--- config.mk ---
export PLATFORM = sky130hd
export DESIGN_NAME = cmsr_top
export DESIGN_NICKNAME = d
export VERILOG_FILES = /design/src/hdl/cmsr_pkg.sv /design/src/hdl/cmsr_top.sv
export SDC_FILE = /design/constraint.sdc
export NUM_CORES = 1
export LEC_CHECK = 0
export ABC_CLOCK_PERIOD_IN_PS = 4200
export BUFFER_PORTS_ARGS = -buffer_cell sky130_fd_sc_hd__buf_2
export CELL_PAD_IN_SITES_DETAIL_PLACEMENT = 0
export CELL_PAD_IN_SITES_GLOBAL_PLACEMENT = 1
export CORE_MARGIN = 10
export CORE_UTILIZATION = 35
export CTS_CLUSTER_DIAMETER = 30
export DETAILED_ROUTE_END_ITERATION = 10
export PLACE_DENSITY_LB_ADDON = 0.1
export SLEW_MARGIN = 5
export SYNTH_ARGS = -nofsm -noshare
export SYNTH_HDL_FRONTEND = slang
export SYNTH_SLANG_ARGS = --single-unit
export TNS_END_PERCENT = 100
--- constraint.sdc ---
create_clock -name core_clk -period 4.2 [get_ports core_clk]
set_clock_uncertainty 0.1 [all_clocks]
set_input_delay 0.84 -clock core_clk [delete_from_list [all_inputs] [get_ports core_clk]]
set_output_delay 0.84 -clock core_clk [all_outputs]
set_load 0.01 [all_outputs]
--- src/hdl/cmsr_pkg.sv ---
// Package for the comparator status and reference control block.
// Assumes an APB slave with 32-bit data and a single 20 MHz clock.
// Function
// - Comparator 1 output status, synchronized, zero when disabled
// - Comparator 0 output in bit 4, zero when disabled
// - Comparator 1 flag bit 1 set on selected edge
// - Comparator 1 interrupt only when its enable set
// - Comparator 0 flag bit 0 set on selected edge
// - Comparator 0 interrupt only when its enable set
// - Writing one clears flag; zero leaves it
// - Reference bit 9 drives bias enable
// - Reference bit 8 drives reference function enable
// - Reference bit 6 selects supply or bandgap source
// - Reference bits 3:0 drive ladder level code
// - Polarity 00 both, 01 rising, 10 falling
// - Control bit 0 enables comparator
// - Control bit 1 enables comparator interrupt
package cmsr_pkg;
  localparam logic [11:0] OFF_CTL0 = 12'h000;
  localparam logic [11:0] OFF_CTL1 = 12'h004;
  localparam logic [11:0] OFF_STATUS = 12'h008;
  localparam logic [11:0] OFF_REF = 12'h00c;
  localparam logic [11:0] OFF_IMASK = 12'h010;
  localparam int CTL_EN_BIT = 0;
  localparam int CTL_IE_BIT = 1;
  localparam int CTL_POL_LO = 20;
  localparam int STS_IF0_BIT = 0;
  localparam int STS_OUT0_BIT = 4;
  localparam int REF_LEVEL_LO = 0;
  localparam int REF_SRC_BIT = 6;
  localparam int REF_FN_BIT = 8;
  localparam int REF_BIAS_BIT = 9;
  localparam logic [31:0] CTL_WMASK = 32'h0030_0003;
  localparam logic [31:0] REF_WMASK = 32'h0000_034f;
  localparam logic [31:0] IMASK_WMASK = 32'h0000_0003;
  localparam logic [31:0] REG_RESET = 32'h0000_0000;
  localparam logic [1:0] POL_BOTH = 2'h0;
  localparam logic [1:0] POL_RISE = 2'h1;
  localparam logic [1:0] POL_FALL = 2'h2;

  typedef struct packed {
    logic bias_enable;
    logic ref_function_enable;
    logic ref_source_select;
    logic [3:0] ref_level_code;
  } cmsr_ref_t;
endpackage : cmsr_pkg

--- src/hdl/cmsr_top.sv ---
// Comparator status, edge flags, interrupt and reference control registers.
// Assumes raw comparator outputs are asynchronous; APB is zero-wait-state.
// Read data is registered at the end of setup and stands through access.
//
// Added by the designer: the APB register port.
`timescale 1ns/1ps
module cmsr_top (
  // Clock and reset
  input wire logic core_clk,
  input wire logic rst,
  // APB slave
  input wire logic psel,
  input wire logic penable,
  input wire logic pwrite,
  input wire logic [11:0] paddr,
  input wire logic [31:0] pwdata,
  output logic [31:0] prdata,
  output logic pready,
  output logic pslverr,
  // Analog side
  input wire logic [1:0] cmp_raw,
  output logic [1:0] cmp_enable,
  output cmsr_pkg::cmsr_ref_t comparator_reference_level,
  // Interrupts
  output logic [1:0] cmp_irq,
  output logic irq
);
  // Register state
  logic [31:0] ctl_r [2];
  logic [31:0] ctl_nxt [2];
  logic [31:0] ref_r;
  logic [31:0] ref_nxt;
  logic [1:0] imask_r;
  logic [1:0] imask_nxt;
  logic [1:0] flag_r;
  logic [1:0] flag_nxt;

  // Synchroniser and edge history
  logic [1:0] sync1_r;
  logic [1:0] sync1_nxt;
  logic [1:0] sync2_r;
  logic [1:0] sync2_nxt;
  logic [1:0] prev_r;
  logic [1:0] prev_nxt;

  // Registered outputs
  logic [31:0] prdata_r;
  logic [31:0] prdata_nxt;
  logic [1:0] cmp_irq_r;
  logic [1:0] cmp_irq_nxt;
  logic irq_r;
  logic irq_nxt;

  // Bus decode and read path
  logic wr_en;
  logic setup_rd;
  logic [1:0] sel_ctl;
  logic sel_status;
  logic sel_ref;
  logic sel_imask;
  logic [1:0] wr_ctl;
  logic wr_status;
  logic wr_ref;
  logic wr_imask;
  logic mapped;
  logic [31:0] rd_nxt;
  logic [31:0] sts_word;
  logic [1:0] out_sts;

  // Zero wait states: every access completes in its first access cycle
  assign pready = 1'b1;
  assign wr_en = psel && penable && pwrite;
  assign setup_rd = psel && !penable && !pwrite;

  always_comb begin
    sel_ctl[0] = (paddr == cmsr_pkg::OFF_CTL0);
    sel_ctl[1] = (paddr == cmsr_pkg::OFF_CTL1);
    sel_status = (paddr == cmsr_pkg::OFF_STATUS);
    sel_ref = (paddr == cmsr_pkg::OFF_REF);
    sel_imask = (paddr == cmsr_pkg::OFF_IMASK);
  end

  // Writes act only at the edge that ends the access cycle
  always_comb begin
    wr_ctl = sel_ctl & {2{wr_en}};
    wr_status = sel_status && wr_en;
    wr_ref = sel_ref && wr_en;
    wr_imask = sel_imask && wr_en;
  end

  // Only the second stage is read; the first may still be settling
  always_comb begin
    sync1_nxt = cmp_raw;
    sync2_nxt = sync1_r;
    prev_nxt = out_sts;
  end

  always_ff @(posedge core_clk) begin
    if (rst) begin
      sync1_r <= cmsr_pkg::REG_RESET[1:0];
    end else begin
      sync1_r <= sync1_nxt;
    end
  end

  always_ff @(posedge core_clk) begin
    if (rst) begin
      sync2_r <= cmsr_pkg::REG_RESET[1:0];
    end else begin
      sync2_r <= sync2_nxt;
    end
  end

  always_ff @(posedge core_clk) begin
    if (rst) begin
      prev_r <= cmsr_pkg::REG_RESET[1:0];
    end else begin
      prev_r <= prev_nxt;
    end
  end

  genvar i;
  generate
    for (i = 0; i < 2; i++) begin : g_cmp
      logic [1:0] pol;
      logic hit;
      logic clr;
      logic flag_next;
      logic [31:0] ctl_next;
      assign cmp_enable[i] = ctl_r[i][cmsr_pkg::CTL_EN_BIT];
      // Gating with enable blocks stale levels after disable
      assign out_sts[i] = sync2_r[i] & cmp_enable[i];
      assign pol = ctl_r[i][cmsr_pkg::CTL_POL_LO +: 2];
      always_comb begin
        unique case (pol)
          cmsr_pkg::POL_BOTH: begin
            hit = out_sts[i] ^ prev_r[i];
          end
          cmsr_pkg::POL_RISE: begin
            hit = out_sts[i] & ~prev_r[i];
          end
          cmsr_pkg::POL_FALL: begin
            hit = ~out_sts[i] & prev_r[i];
          end
          // Reserved code never raises a flag
          default: begin
            hit = 1'b0;
          end
        endcase
      end
      assign clr = wr_status & pwdata[cmsr_pkg::STS_IF0_BIT + i];
      // Set wins over a same-cycle clear so no edge is lost
      always_comb begin
        flag_next = flag_r[i];
        if (clr) begin
          flag_next = 1'b0;
        end
        if (hit) begin
          flag_next = 1'b1;
        end
      end
      // Reserved control bits are never stored
      always_comb begin
        ctl_next = ctl_r[i];
        if (wr_ctl[i]) begin
          ctl_next = pwdata & cmsr_pkg::CTL_WMASK;
        end
      end
      assign flag_nxt[i] = flag_next;
      assign ctl_nxt[i] = ctl_next;
      // Built from next state so the registered request has no extra delay
      assign cmp_irq_nxt[i] = flag_next & ctl_next[cmsr_pkg::CTL_IE_BIT];
    end
  endgenerate

  // Control words hold enable, interrupt enable and polarity only
  always_ff @(posedge core_clk) begin
    if (rst) begin
      ctl_r[0] <= cmsr_pkg::REG_RESET;
      ctl_r[1] <= cmsr_pkg::REG_RESET;
    end else begin
      ctl_r[0] <= ctl_nxt[0];
      ctl_r[1] <= ctl_nxt[1];
    end
  end

  always_comb begin
    ref_nxt = ref_r;
    if (wr_ref) begin
      ref_nxt = pwdata & cmsr_pkg::REF_WMASK;
    end
  end

  always_ff @(posedge core_clk) begin
    if (rst) begin
      ref_r <= cmsr_pkg::REG_RESET;
    end else begin
      ref_r <= ref_nxt;
    end
  end

  // Mask is this block's own gate on the shared interrupt line
  always_comb begin
    imask_nxt = imask_r;
    if (wr_imask) begin
      imask_nxt = pwdata[1:0] & cmsr_pkg::IMASK_WMASK[1:0];
    end
  end

  always_ff @(posedge core_clk) begin
    if (rst) begin
      imask_r <= cmsr_pkg::REG_RESET[1:0];
    end else begin
      imask_r <= imask_nxt;
    end
  end

  // Flags survive until software writes a one
  always_ff @(posedge core_clk) begin
    if (rst) begin
      flag_r <= cmsr_pkg::REG_RESET[1:0];
    end else begin
      flag_r <= flag_nxt;
    end
  end

  // Mask gates only the shared line, not the per-comparator requests
  always_comb begin
    irq_nxt = |(cmp_irq_nxt & imask_nxt);
  end

  always_ff @(posedge core_clk) begin
    if (rst) begin
      cmp_irq_r <= cmsr_pkg::REG_RESET[1:0];
      irq_r <= cmsr_pkg::REG_RESET[0];
    end else begin
      cmp_irq_r <= cmp_irq_nxt;
      irq_r <= irq_nxt;
    end
  end

  assign cmp_irq = cmp_irq_r;
  assign irq = irq_r;

  always_comb begin
    // Reserved status bits stay zero
    sts_word = cmsr_pkg::REG_RESET;
    sts_word[cmsr_pkg::STS_IF0_BIT +: 2] = flag_r;
    sts_word[cmsr_pkg::STS_OUT0_BIT +: 2] = out_sts;
  end

  always_comb begin
    mapped = 1'b1;
    rd_nxt = 32'h0000_0000;
    unique case (paddr)
      cmsr_pkg::OFF_CTL0: begin
        rd_nxt = ctl_r[0];
      end
      cmsr_pkg::OFF_CTL1: begin
        rd_nxt = ctl_r[1];
      end
      cmsr_pkg::OFF_STATUS: begin
        rd_nxt = sts_word;
      end
      cmsr_pkg::OFF_REF: begin
        rd_nxt = ref_r;
      end
      cmsr_pkg::OFF_IMASK: begin
        rd_nxt = {30'h0, imask_r};
      end
      default: begin
        mapped = 1'b0;
      end
    endcase
  end

  // Captured at the end of setup and held, so it stands through access
  always_comb begin
    prdata_nxt = prdata_r;
    if (setup_rd) begin
      prdata_nxt = rd_nxt;
    end
  end

  always_ff @(posedge core_clk) begin
    if (rst) begin
      prdata_r <= cmsr_pkg::REG_RESET;
    end else begin
      prdata_r <= prdata_nxt;
    end
  end

  assign prdata = prdata_r;
  // Unmapped offsets answer with an error, never with a wait
  assign pslverr = psel && penable && !mapped;

  always_comb begin
    comparator_reference_level.bias_enable = ref_r[cmsr_pkg::REF_BIAS_BIT];
    comparator_reference_level.ref_function_enable = ref_r[cmsr_pkg::REF_FN_BIT];
    comparator_reference_level.ref_source_select = ref_r[cmsr_pkg::REF_SRC_BIT];
    comparator_reference_level.ref_level_code = ref_r[cmsr_pkg::REF_LEVEL_LO +: 4];
  end
endmodule : cmsr_top

### After elaboration in Yosys (flattened, before gate mapping)

Memory sizes are Yosys's and may differ from the RTL's.
Cells that the tools add are included.
W data, S select, Z words.

| word-level totals | value |
|---|---|
| bits in writable memories | 64 |
| ROM bits | 0 |
| output and inout port bits | 46 |
| input bits | 51 |
| word-level logic and storage cells | 70 |
| memories | 1 |
| latch bits | 0 |
| flip-flop bits (word level) | 52 |

| operators by class | value |
|---|---|
| shifts and indexed selects | 0 |
| div/mod/pow operators | 0 |
| multipliers | 0 |
| muxes and demuxes | 16 |
| bitwise gates (word level) | 20 |
| reduce and logical (&&, ||, !) cells | 16 |
| eq/ne operators | 8 |
| $add $sub $neg | 0 |
| magnitude comparators | 0 |

Memories:

| memory | depth | bits a word | read ports | clocked after Yosys merged registers in | write ports | line | text |
|---|---|---|---|---|---|---|---|
| ctl_r | 2 | 32 | 2 | 0 | 2 | cmsr_top.sv:29 | `logic [31:0] ctl_r [2];` |

Operator list:

| operator | number |
|---|---|
| $pmux W32 S5 | 1 |
| $mux W32 | 4 |
| $eq A12 B4 Y1 const B | 2 |
| $eq A12 B3 Y1 const B | 1 |
| $eq A12 B5 Y1 const B | 1 |
| $logic_not A12 Y1 | 1 |
| $and A1 B1 Y1 | 10 |
| $logic_and A1 B1 Y1 | 8 |
| $mux W1 | 8 |
| $pmux W1 S3 | 2 |
| $reduce_or A5 Y1 | 1 |
| $and A2 B2 Y2 | 2 |
| $eq A2 B1 Y1 const B | 2 |
| $eq A2 B2 Y1 const B | 2 |
| $logic_not A2 Y1 | 2 |
| $not A1 Y1 | 4 |
| $logic_not A1 Y1 | 3 |
| $mux W2 | 1 |
| $or A1 B1 Y1 | 2 |
| $reduce_or A2 Y1 | 1 |
| $xor A1 B1 Y1 | 2 |

### Logic depth before layout (Yosys ltp)

Gate-level depths: netlist (run 1).

| logic depth | value |
|---|---|
| depth after elaboration | 9 |
| depth in mapped cells | 8 |
| mapped depth without buffers | 8 |

### Worst setup path before layout (run 1)

OpenSTA, ideal clock, no wires.

| path | value |
|---|---|
| path kind | input-to-output |
| start | input paddr[9] |
| end | output pslverr |
| stages on the path | 2 |
| path slack | 1778 ps |
| required time | 3260 ps |
| arrival | 1482 ps |
| buffers on the path | 0 |
| cells stage by stage | nor4_4 a41oi_1 |

| on the way | value |
|---|---|
| longest elaborated chain between the ends | 5 |

Ends and longest elaborated chain:

| what | line | text |
|---|---|---|
| from (decl) | cmsr_top.sv:15 | `input wire logic [11:0] paddr,` |
| $eq A12 B3 Y1 (tied with other cells) | cmsr_top.sv:255 | `unique case (paddr)` |
| $reduce_or A5 Y1 (no source line) (*) | n/a |  |
| $mux W1 (*) | cmsr_top.sv:255 |  |
| $logic_not A1 Y1 (*) | cmsr_top.sv:295 | `assign pslverr = psel && penable && !mapped;` |
| $logic_and A1 B1 Y1 (*) | cmsr_top.sv:295 |  |
| to (decl) | cmsr_top.sv:19 | `output logic pslverr,` |

Every way passes the cells marked *; elsewhere a longest branch is shown, timed or not.

### Final worst setup path (run 1)

| path | value |
|---|---|
| start | input paddr[5] |
| end | output pslverr |

Same word-level chain as after synthesis.

==> results of run 1 <==
-- registers in the layout, summed over array words and instances, names as in the netlist --
signal	count
prev_r	2
flag_r	2
prdata	11
ctl_r	8
imask_r	2
cmp_irq	2
sync2_r	2
irq	1
sync1_r	2
ref_r	7
-- cell families after synthesis --
| family | Yosys count |
|---|---|
| AND/OR/NAND/NOR | 77 |
| buffers and inverters | 42 |
| flip-flops | 39 |
| AO/OA/AOI/OAI | 30 |
| multiplexers | 18 |
| adder cells (fa/ha/maj) | 4 |
| other | 2 |
-- cell usage in the layout (no fill, tap or decap), drive strengths merged, types with 5 or more instances in the layout --
| cell type | synthesis | final |
|---|---|---|
| mux2i | 18 | 18 |
| a22oi | 9 | 9 |
| a21oi | 10 | 10 |
| nand2 | 8 | 8 |
| o21ai | 5 | 5 |
| conb | 2 | 22 |
| dfxtp | 39 | 39 |
| clkbuf | 6 | 6 |
| nor2 | 37 | 37 |
| buf | 26 | 52 |
| inv | 10 | 10 |
-- routing by layer --
| metal | share of wire | routed length [um] |
|---|---|---|
| met1 | 0.45 | 2180 |
| met2 | 0.44 | 2120 |
| met3 | 0.10 | 505 |
| met4 | 0.0099 | 48 |
| met5 | 0 | 0 |
-- area by class of cell --
cell class | instances | area share
multi-input combinational | 151 | 0.436
sequential | 39 | 0.355
timing repair buffer | 52 | 0.119
inverter | 10 | 0.0170
clock buffer | 6 | 0.0330
tap | 70 | 0.0398
-- cells in the mapped netlist (2+ instances only) --
cell type  instances
nor2b_1            4
nor3b_1            2
o21ai_0            5
nand2_1            8
a22oi_1            9
nor2_1            36
nand4_1            4
nor4b_1            2
and4_1             2
conb_1             2
buf_4             25
a211oi_1           2
ha_1               4
nor3_1             2
mux2i_1           18
dfxtp_1           39
nand3b_1           2
inv_1             10
nor4_4             2
a21oi_1           10
clkbuf_1           5
-- where the power goes --
part	switching, mW	internal, mW
clock network	0.116	0.111
registers	0.000752	0.372
logic	0.0366	0.0170
-- how the worst max path moves through the flow --
| stage | to | depth (start not counted) |
|---|---|---|
| floorplan | pslverr | 2 |
| global placement | irq$_SDFF_PP0_ | 6 |
| detailed placement | irq$_SDFF_PP0_ | 6 |
| CTS | pslverr | 4 |
| global route | pslverr | 4 |
| finish | pslverr | 4 |
-- stage by stage --
step | setup slack (ns) | total power, mW | area, um^2 | utilization
finish | 1.47 | 0.653 | 2200 | 0.420
global route | 1.38 | 0.690 | 2200 | 0.420
CTS | 1.47 | 0.667 | 2200 | 0.420
detailed placement | 1.36 | 0.435 | 2130 | 0.407
global placement | 1.36 | 0.434 | 2130 | 0.407
floorplan | 1.78 | 0.426 | 2000 | -
==> metrics.yaml, run 1 <==
outcome:
  status: "finished, final reports clean"
setup_path:
  crit_start: "paddr[5]"
  crit_chain: "buf_2, nor3_2, a41oi_1, buf_2"
  crit_type: "in -> out"
  cp-end-kind: "primary output"
  critical-path-max-stage-delay_ns: 0.47
  r2r_end: "irq$_SDFF_PP0_"
  critPathBufInv: 2
  path_max_fanout: 9
  crit_path_start_kind: "primary input"
  r2r_start: "ctl_r[0][32]$_SDFFE_PP0N_"
  crit_top_cell: "buf_2"
  arrival_ns: 1.79
  cpMaxStageDelayCell: "nor3_2"
  required_ns: 3.26
  r2r_slack_ns: 2.36
  reg2reg_depth: 8
  cp_top_family: "simple AND/OR/NAND/NOR gates"
drt:
  drc: 0
  via_per_inst: 4.62
  firstDrtPassIters: 4
  drtIter0Drc: 63
  drt-wirelength-per-cell_um: 14.8
  wl_mm: 4.85
  vias: 1516
  ant_nets: 0
yosys:
  muxShareOfSynthArea: 0.0935
  ys_seq_elements: 39
  synth_ff_type: "dfxtp_1"
  synthAdderAreaFrac: 0.0260
  synth-edff-count: 0
  synthArstFlopShare: 0
  synth_seq_area_share: 0.405
  synth_area_um2: 1930
  synth_top_area_cell: "dfxtp_1"
  ys_warn_count: 0
  synth.area.top_cells: "dfxtp_1 (41%), buf_4 (9.7%), mux2i_1 (9.4%)"
  netlist_instances: 212
  synth-compound-area-share: 0.103
  synth_xor_area_frac: 0
  yosys.area_share.simple: 0.234
  synth_top_family_by_area: "simple AND/OR/NAND/NOR gates"
  synth.avg_cell_area_um2: 9.09
  synth.top_cell.area_share: 0.405
  synth_cell_types: 40
grt:
  antenna_found_initial: 0
  grt_max_degree: 35
  grt_use_met2: 0.174
  use_met1: 0.136
  globalRouteTotalUtil: 0.113
  grt_pass1_vias: 1543
  grt_busiest_layer: "met2"
  grt_pass1_wl_mm: 7.94
  overflow: 0
  met3_usage: 0.0448
timing:
  fin_crit_sh: 0.649
  whs_ns: 0.338
  finalHoldViolCount: 0
  fmax_ghz: 0.367
  setup_violations: 0
  worst_pin_slew_ns: 0.671
  rsz0062_at_grt: "no"
  slew_viol_final: 0
  period_needed_ns: 2.73
  setup_tns_ns: 0
  slew_headroom: 0.546
cells_and_area:
  seq_area_um2: 781
  nFillCells: 565
  final_cells: 328
  area_growth_pct: 14.3
  antennaDiodeCount: 0
  nets: 314
  drive_gt1_frac: 0.267
  multi_input_comb_area_um2: 961
min_path:
  hold_class: "reg -> reg"
  min_from: "sync1_r[1]$_SDFF_PP0_"
  min_path_cells: 1
  hold_end: "sync2_r[1]$_SDFF_PP0_"
cts:
  cts_tree: "built"
  htree_levels: 2
  ctsHoldBuffers: 0
  cts_sinks: 39
  clk_pin_slew_ns: 0.07
  clockBufferDepth: 2
  clock-root-buffer: "clkbuf_8"
  insertion_delay_ns: 0.28
  cts_resized: 0
  numCtsBuffers: 5
  cts_setup_buffers: 0
place:
  place_inst: 322
  gp_congestion: 0.745
  dpl.hpwl_mm: 3.77
  io_buffers: 51
die:
  start_util: 0.368
  pin_count: 97
  core_area_um2: 5240
  die_y_um: 94.2
  design.die.area_um2: 8870
  fp-row-count: 26
  die_w_um: 94.2
power:
  p_leak_nw: 0.971
  peakVddDrop_v: 0.000166
  p_per_area_nw_per_um2: 297
job:
  max_cap_viol_count: 0
No activity file was read; power rests on OpenSTA's default activity.
==> run 2: changes to the inputs <==
--- a/config.mk
+++ b/config.mk
@@ -5,12 +5,13 @@
 export SDC_FILE = /design/constraint.sdc
 export NUM_CORES = 1
 export LEC_CHECK = 0
-export ABC_CLOCK_PERIOD_IN_PS = 4200
+export ABC_AREA = 1
+export ABC_CLOCK_PERIOD_IN_PS = 2310
 export BUFFER_PORTS_ARGS = -buffer_cell sky130_fd_sc_hd__buf_2
 export CELL_PAD_IN_SITES_DETAIL_PLACEMENT = 0
 export CELL_PAD_IN_SITES_GLOBAL_PLACEMENT = 1
 export CORE_MARGIN = 10
-export CORE_UTILIZATION = 35
+export CORE_UTILIZATION = 29
 export CTS_CLUSTER_DIAMETER = 30
 export DETAILED_ROUTE_END_ITERATION = 10
 export PLACE_DENSITY_LB_ADDON = 0.1
==> constraint.sdc (replaced) <==
create_clock -name core_clk -period 2.31 [get_ports core_clk]
set_clock_uncertainty 0.1 [all_clocks]
set_input_delay 0.462 -clock core_clk [delete_from_list [all_inputs] [get_ports core_clk]]
set_output_delay 0.462 -clock core_clk [all_outputs]
set_load 0.01 [all_outputs]
==> metrics.yaml, run 2 <==
outcome:
  status: "finished, final reports clean"
timing:
  whs_ns: 0.274
  worst_pin_slew_ns: 0.606
  rsz0062_at_grt: "no"
  slew_headroom: 0.595
  setup_tns_ns: 0
  fin_crit_sh: 0.849
  slew_viol_final: 0
  fmax_ghz: 0.510
  finalHoldViolCount: 0
  period_needed_ns: 1.96
  setup_violations: 0
die:
  start_util: 0.297
  pin_count: 97
  die_y_um: 103
  design.die.area_um2: 10700
  fp-row-count: 30
  die_w_um: 103
  core_area_um2: 6760
yosys:
  synth_top_area_cell: "dfxtp_1"
  yosysMostFrequentCell: "dfxtp_1"
  synth_common_cells: "dfxtp_1 (39), nand2_1 (38), inv_1 (31)"
  synth_ff_type: "dfxtp_1"
  synth.area.top_cells: "dfxtp_1 (39%), buf_4 (9.0%), nand2_1 (7.1%)"
  synth_area_um2: 2010
  ys_seq_elements: 39
  synth_seq_area_share: 0.389
  ys_warn_count: 0
  synth.top_cell.area_share: 0.389
  synthArstFlopShare: 0
  synth.avg_cell_area_um2: 7.73
  netlist_instances: 260
  synth_cell_types: 31
  synth-edff-count: 0
power:
  p_int_mw: 0.917
  peakVddDrop_v: 0.000252
  p_comb_frac: 0.088
  pwr-share-seq: 0.549
  p_leak_nw: 1.12
  p_per_area_nw_per_um2: 531
  p_total_mw: 1.23
  p_sw_mw: 0.318
  p_clk_frac: 0.363
  p_sw_frac: 0.257
setup_path:
  arrival_ns: 1.40
  cp-end-kind: "primary output"
  crit_top_cell: "buf_2"
  required_ns: 1.75
  path_max_fanout: 14
  crit_path_start_kind: "primary input"
  crit_chain: "buf_2, nor2_1, nand2_2, nor2_8, a221oi_1, buf_2"
  critical-path-max-stage-delay_ns: 0.25
  crit_type: "in -> out"
  cpMaxStageDelayCell: "nor2_8"
cts:
  numCtsBuffers: 5
  ctsHoldBuffers: 0
  insertion_delay_ns: 0.29
  cts_setup_buffers: 0
  cts_resized: 0
  clk_pin_slew_ns: 0.08
  cts_tree: "built"
  clock-root-buffer: "clkbuf_8"
  clockBufferDepth: 2
  htree_levels: 2
  cts_sinks: 39
place:
  dpl.hpwl_mm: 4.14
  io_buffers: 51
  placedInstanceArea_um2: 2240
  gp_congestion: 0.763
grt:
  overflow: 0
  grt_pass1_wl_mm: 8.17
  globalRouteTotalUtil: 0.0987
  antenna_found_initial: 0
  grt_pass1_vias: 1686
  grt_max_degree: 21
drt:
  topRoutingLayerUsed: "met4"
  wl_met2_mm: 2.45
  ant_nets: 0
  firstDrtPassIters: 4
  wl_met1_mm: 2.40
  drt-wirelength-per-cell_um: 13.2
  vias: 1681
  via_per_inst: 4.29
  dr_wl_met3_um: 267
  drc: 0
  drtIter0Drc: 44
  wl_mm: 5.16
cells_and_area:
  antennaDiodeCount: 0
  finish.utilization: 0.344
  area_growth_pct: 15.6
  nFillCells: 769
  drive_gt1_frac: 0.263
  final_cell_mix: "buf_2 (51), dfxtp_1 (39), nand2_1 (38)"
  final_common_cell: "buf_2"
  finalInstanceArea_um2: 2320
  largest_register_ffs: 11
  nets: 366
job:
  max_cap_viol_count: 0
min_path:
  hold_class: "in -> reg"
## run 2: cell count changes after synthesis, moves of 14 or more
cell / change
mux2i_1: -18
inv_1: +21
o21ai_0: +14
nand3_1: +16
nand2_1: +30
nor2_1: -14
## run 2: area by class of cell
class	instances	area (um^2)	area share
flip-flops and latches	39	781	0.336
inverters	33	124	0.0533
clock inverters	3	15.0	0.00646
well taps	80	100	0.0431
multi-input cells	178	957	0.412
clock buffers	5	68.8	0.0296
repair buffers	54	278	0.120
## run 2: per-stage QoR
step / setup slack [ns] / instances
2_1_floorplan: 0.510 / 280
3_3_place_gp: 0.343 / 384
3_5_place_dp: 0.337 / 384
4_1_cts: 0.334 / 392
5_1_grt: 0.200 / 392
6_report: 0.348 / 392
## run 2: power by group through the flow
| stage | sequential [mW] | clock, mW | combinational (mW) |
|---|---|---|---|
| floorplan | 0.694 | 0 | 0.0919 |
| global placement | 0.694 | 0 | 0.107 |
| detailed placement | 0.694 | 0 | 0.108 |
| CTS | 0.678 | 0.469 | 0.108 |
| global route | 0.679 | 0.492 | 0.123 |
| finish | 0.678 | 0.447 | 0.109 |
## run 2: final timing paths
path                                           startpoint                     to  slack, ns  cells after the start
worst max-delay path                             paddr[7]                pslverr       0.35                      6
worst min-delay path                           cmp_raw[0]  sync1_r[0]$_SDFF_PP0_       0.27                      3
worst max register to register  ctl_r[0][32]$_SDFFE_PP0N_  cmp_irq[1]$_SDFF_PP0_       0.76                      7
worst min register to register      sync1_r[0]$_SDFF_PP0_  sync2_r[0]$_SDFF_PP0_       0.30                      2
## run 2: cells by family (layout without fill, tap and decap cells)
kind of cell / after synthesis / in the layout / synth area share
compound gates: 48 / 48 / 0.125
fa+ha+maj: 4 / 4 / 0.0249
buf+inv: 63 / 95 / 0.172
flops: 39 / 39 / 0.389
other cells: 2 / 22 / 0.00374
simple gates: 104 / 104 / 0.285
## run 2: critical path: cells and delay by family
| kind | cells | cell delay (ns) |
|---|---|---|
| simple gates | 3 | 0.55 |
| buf+inv | 2 | 0.25 |
| compound gates | 1 | 0.13 |
## run 2: metal layers
metal,track usage,vias to the layer above
met2,0.159,39
met4,0.0257,0
met5,0,-
li1,-,897
met3,0.0306,7
met1,0.125,738
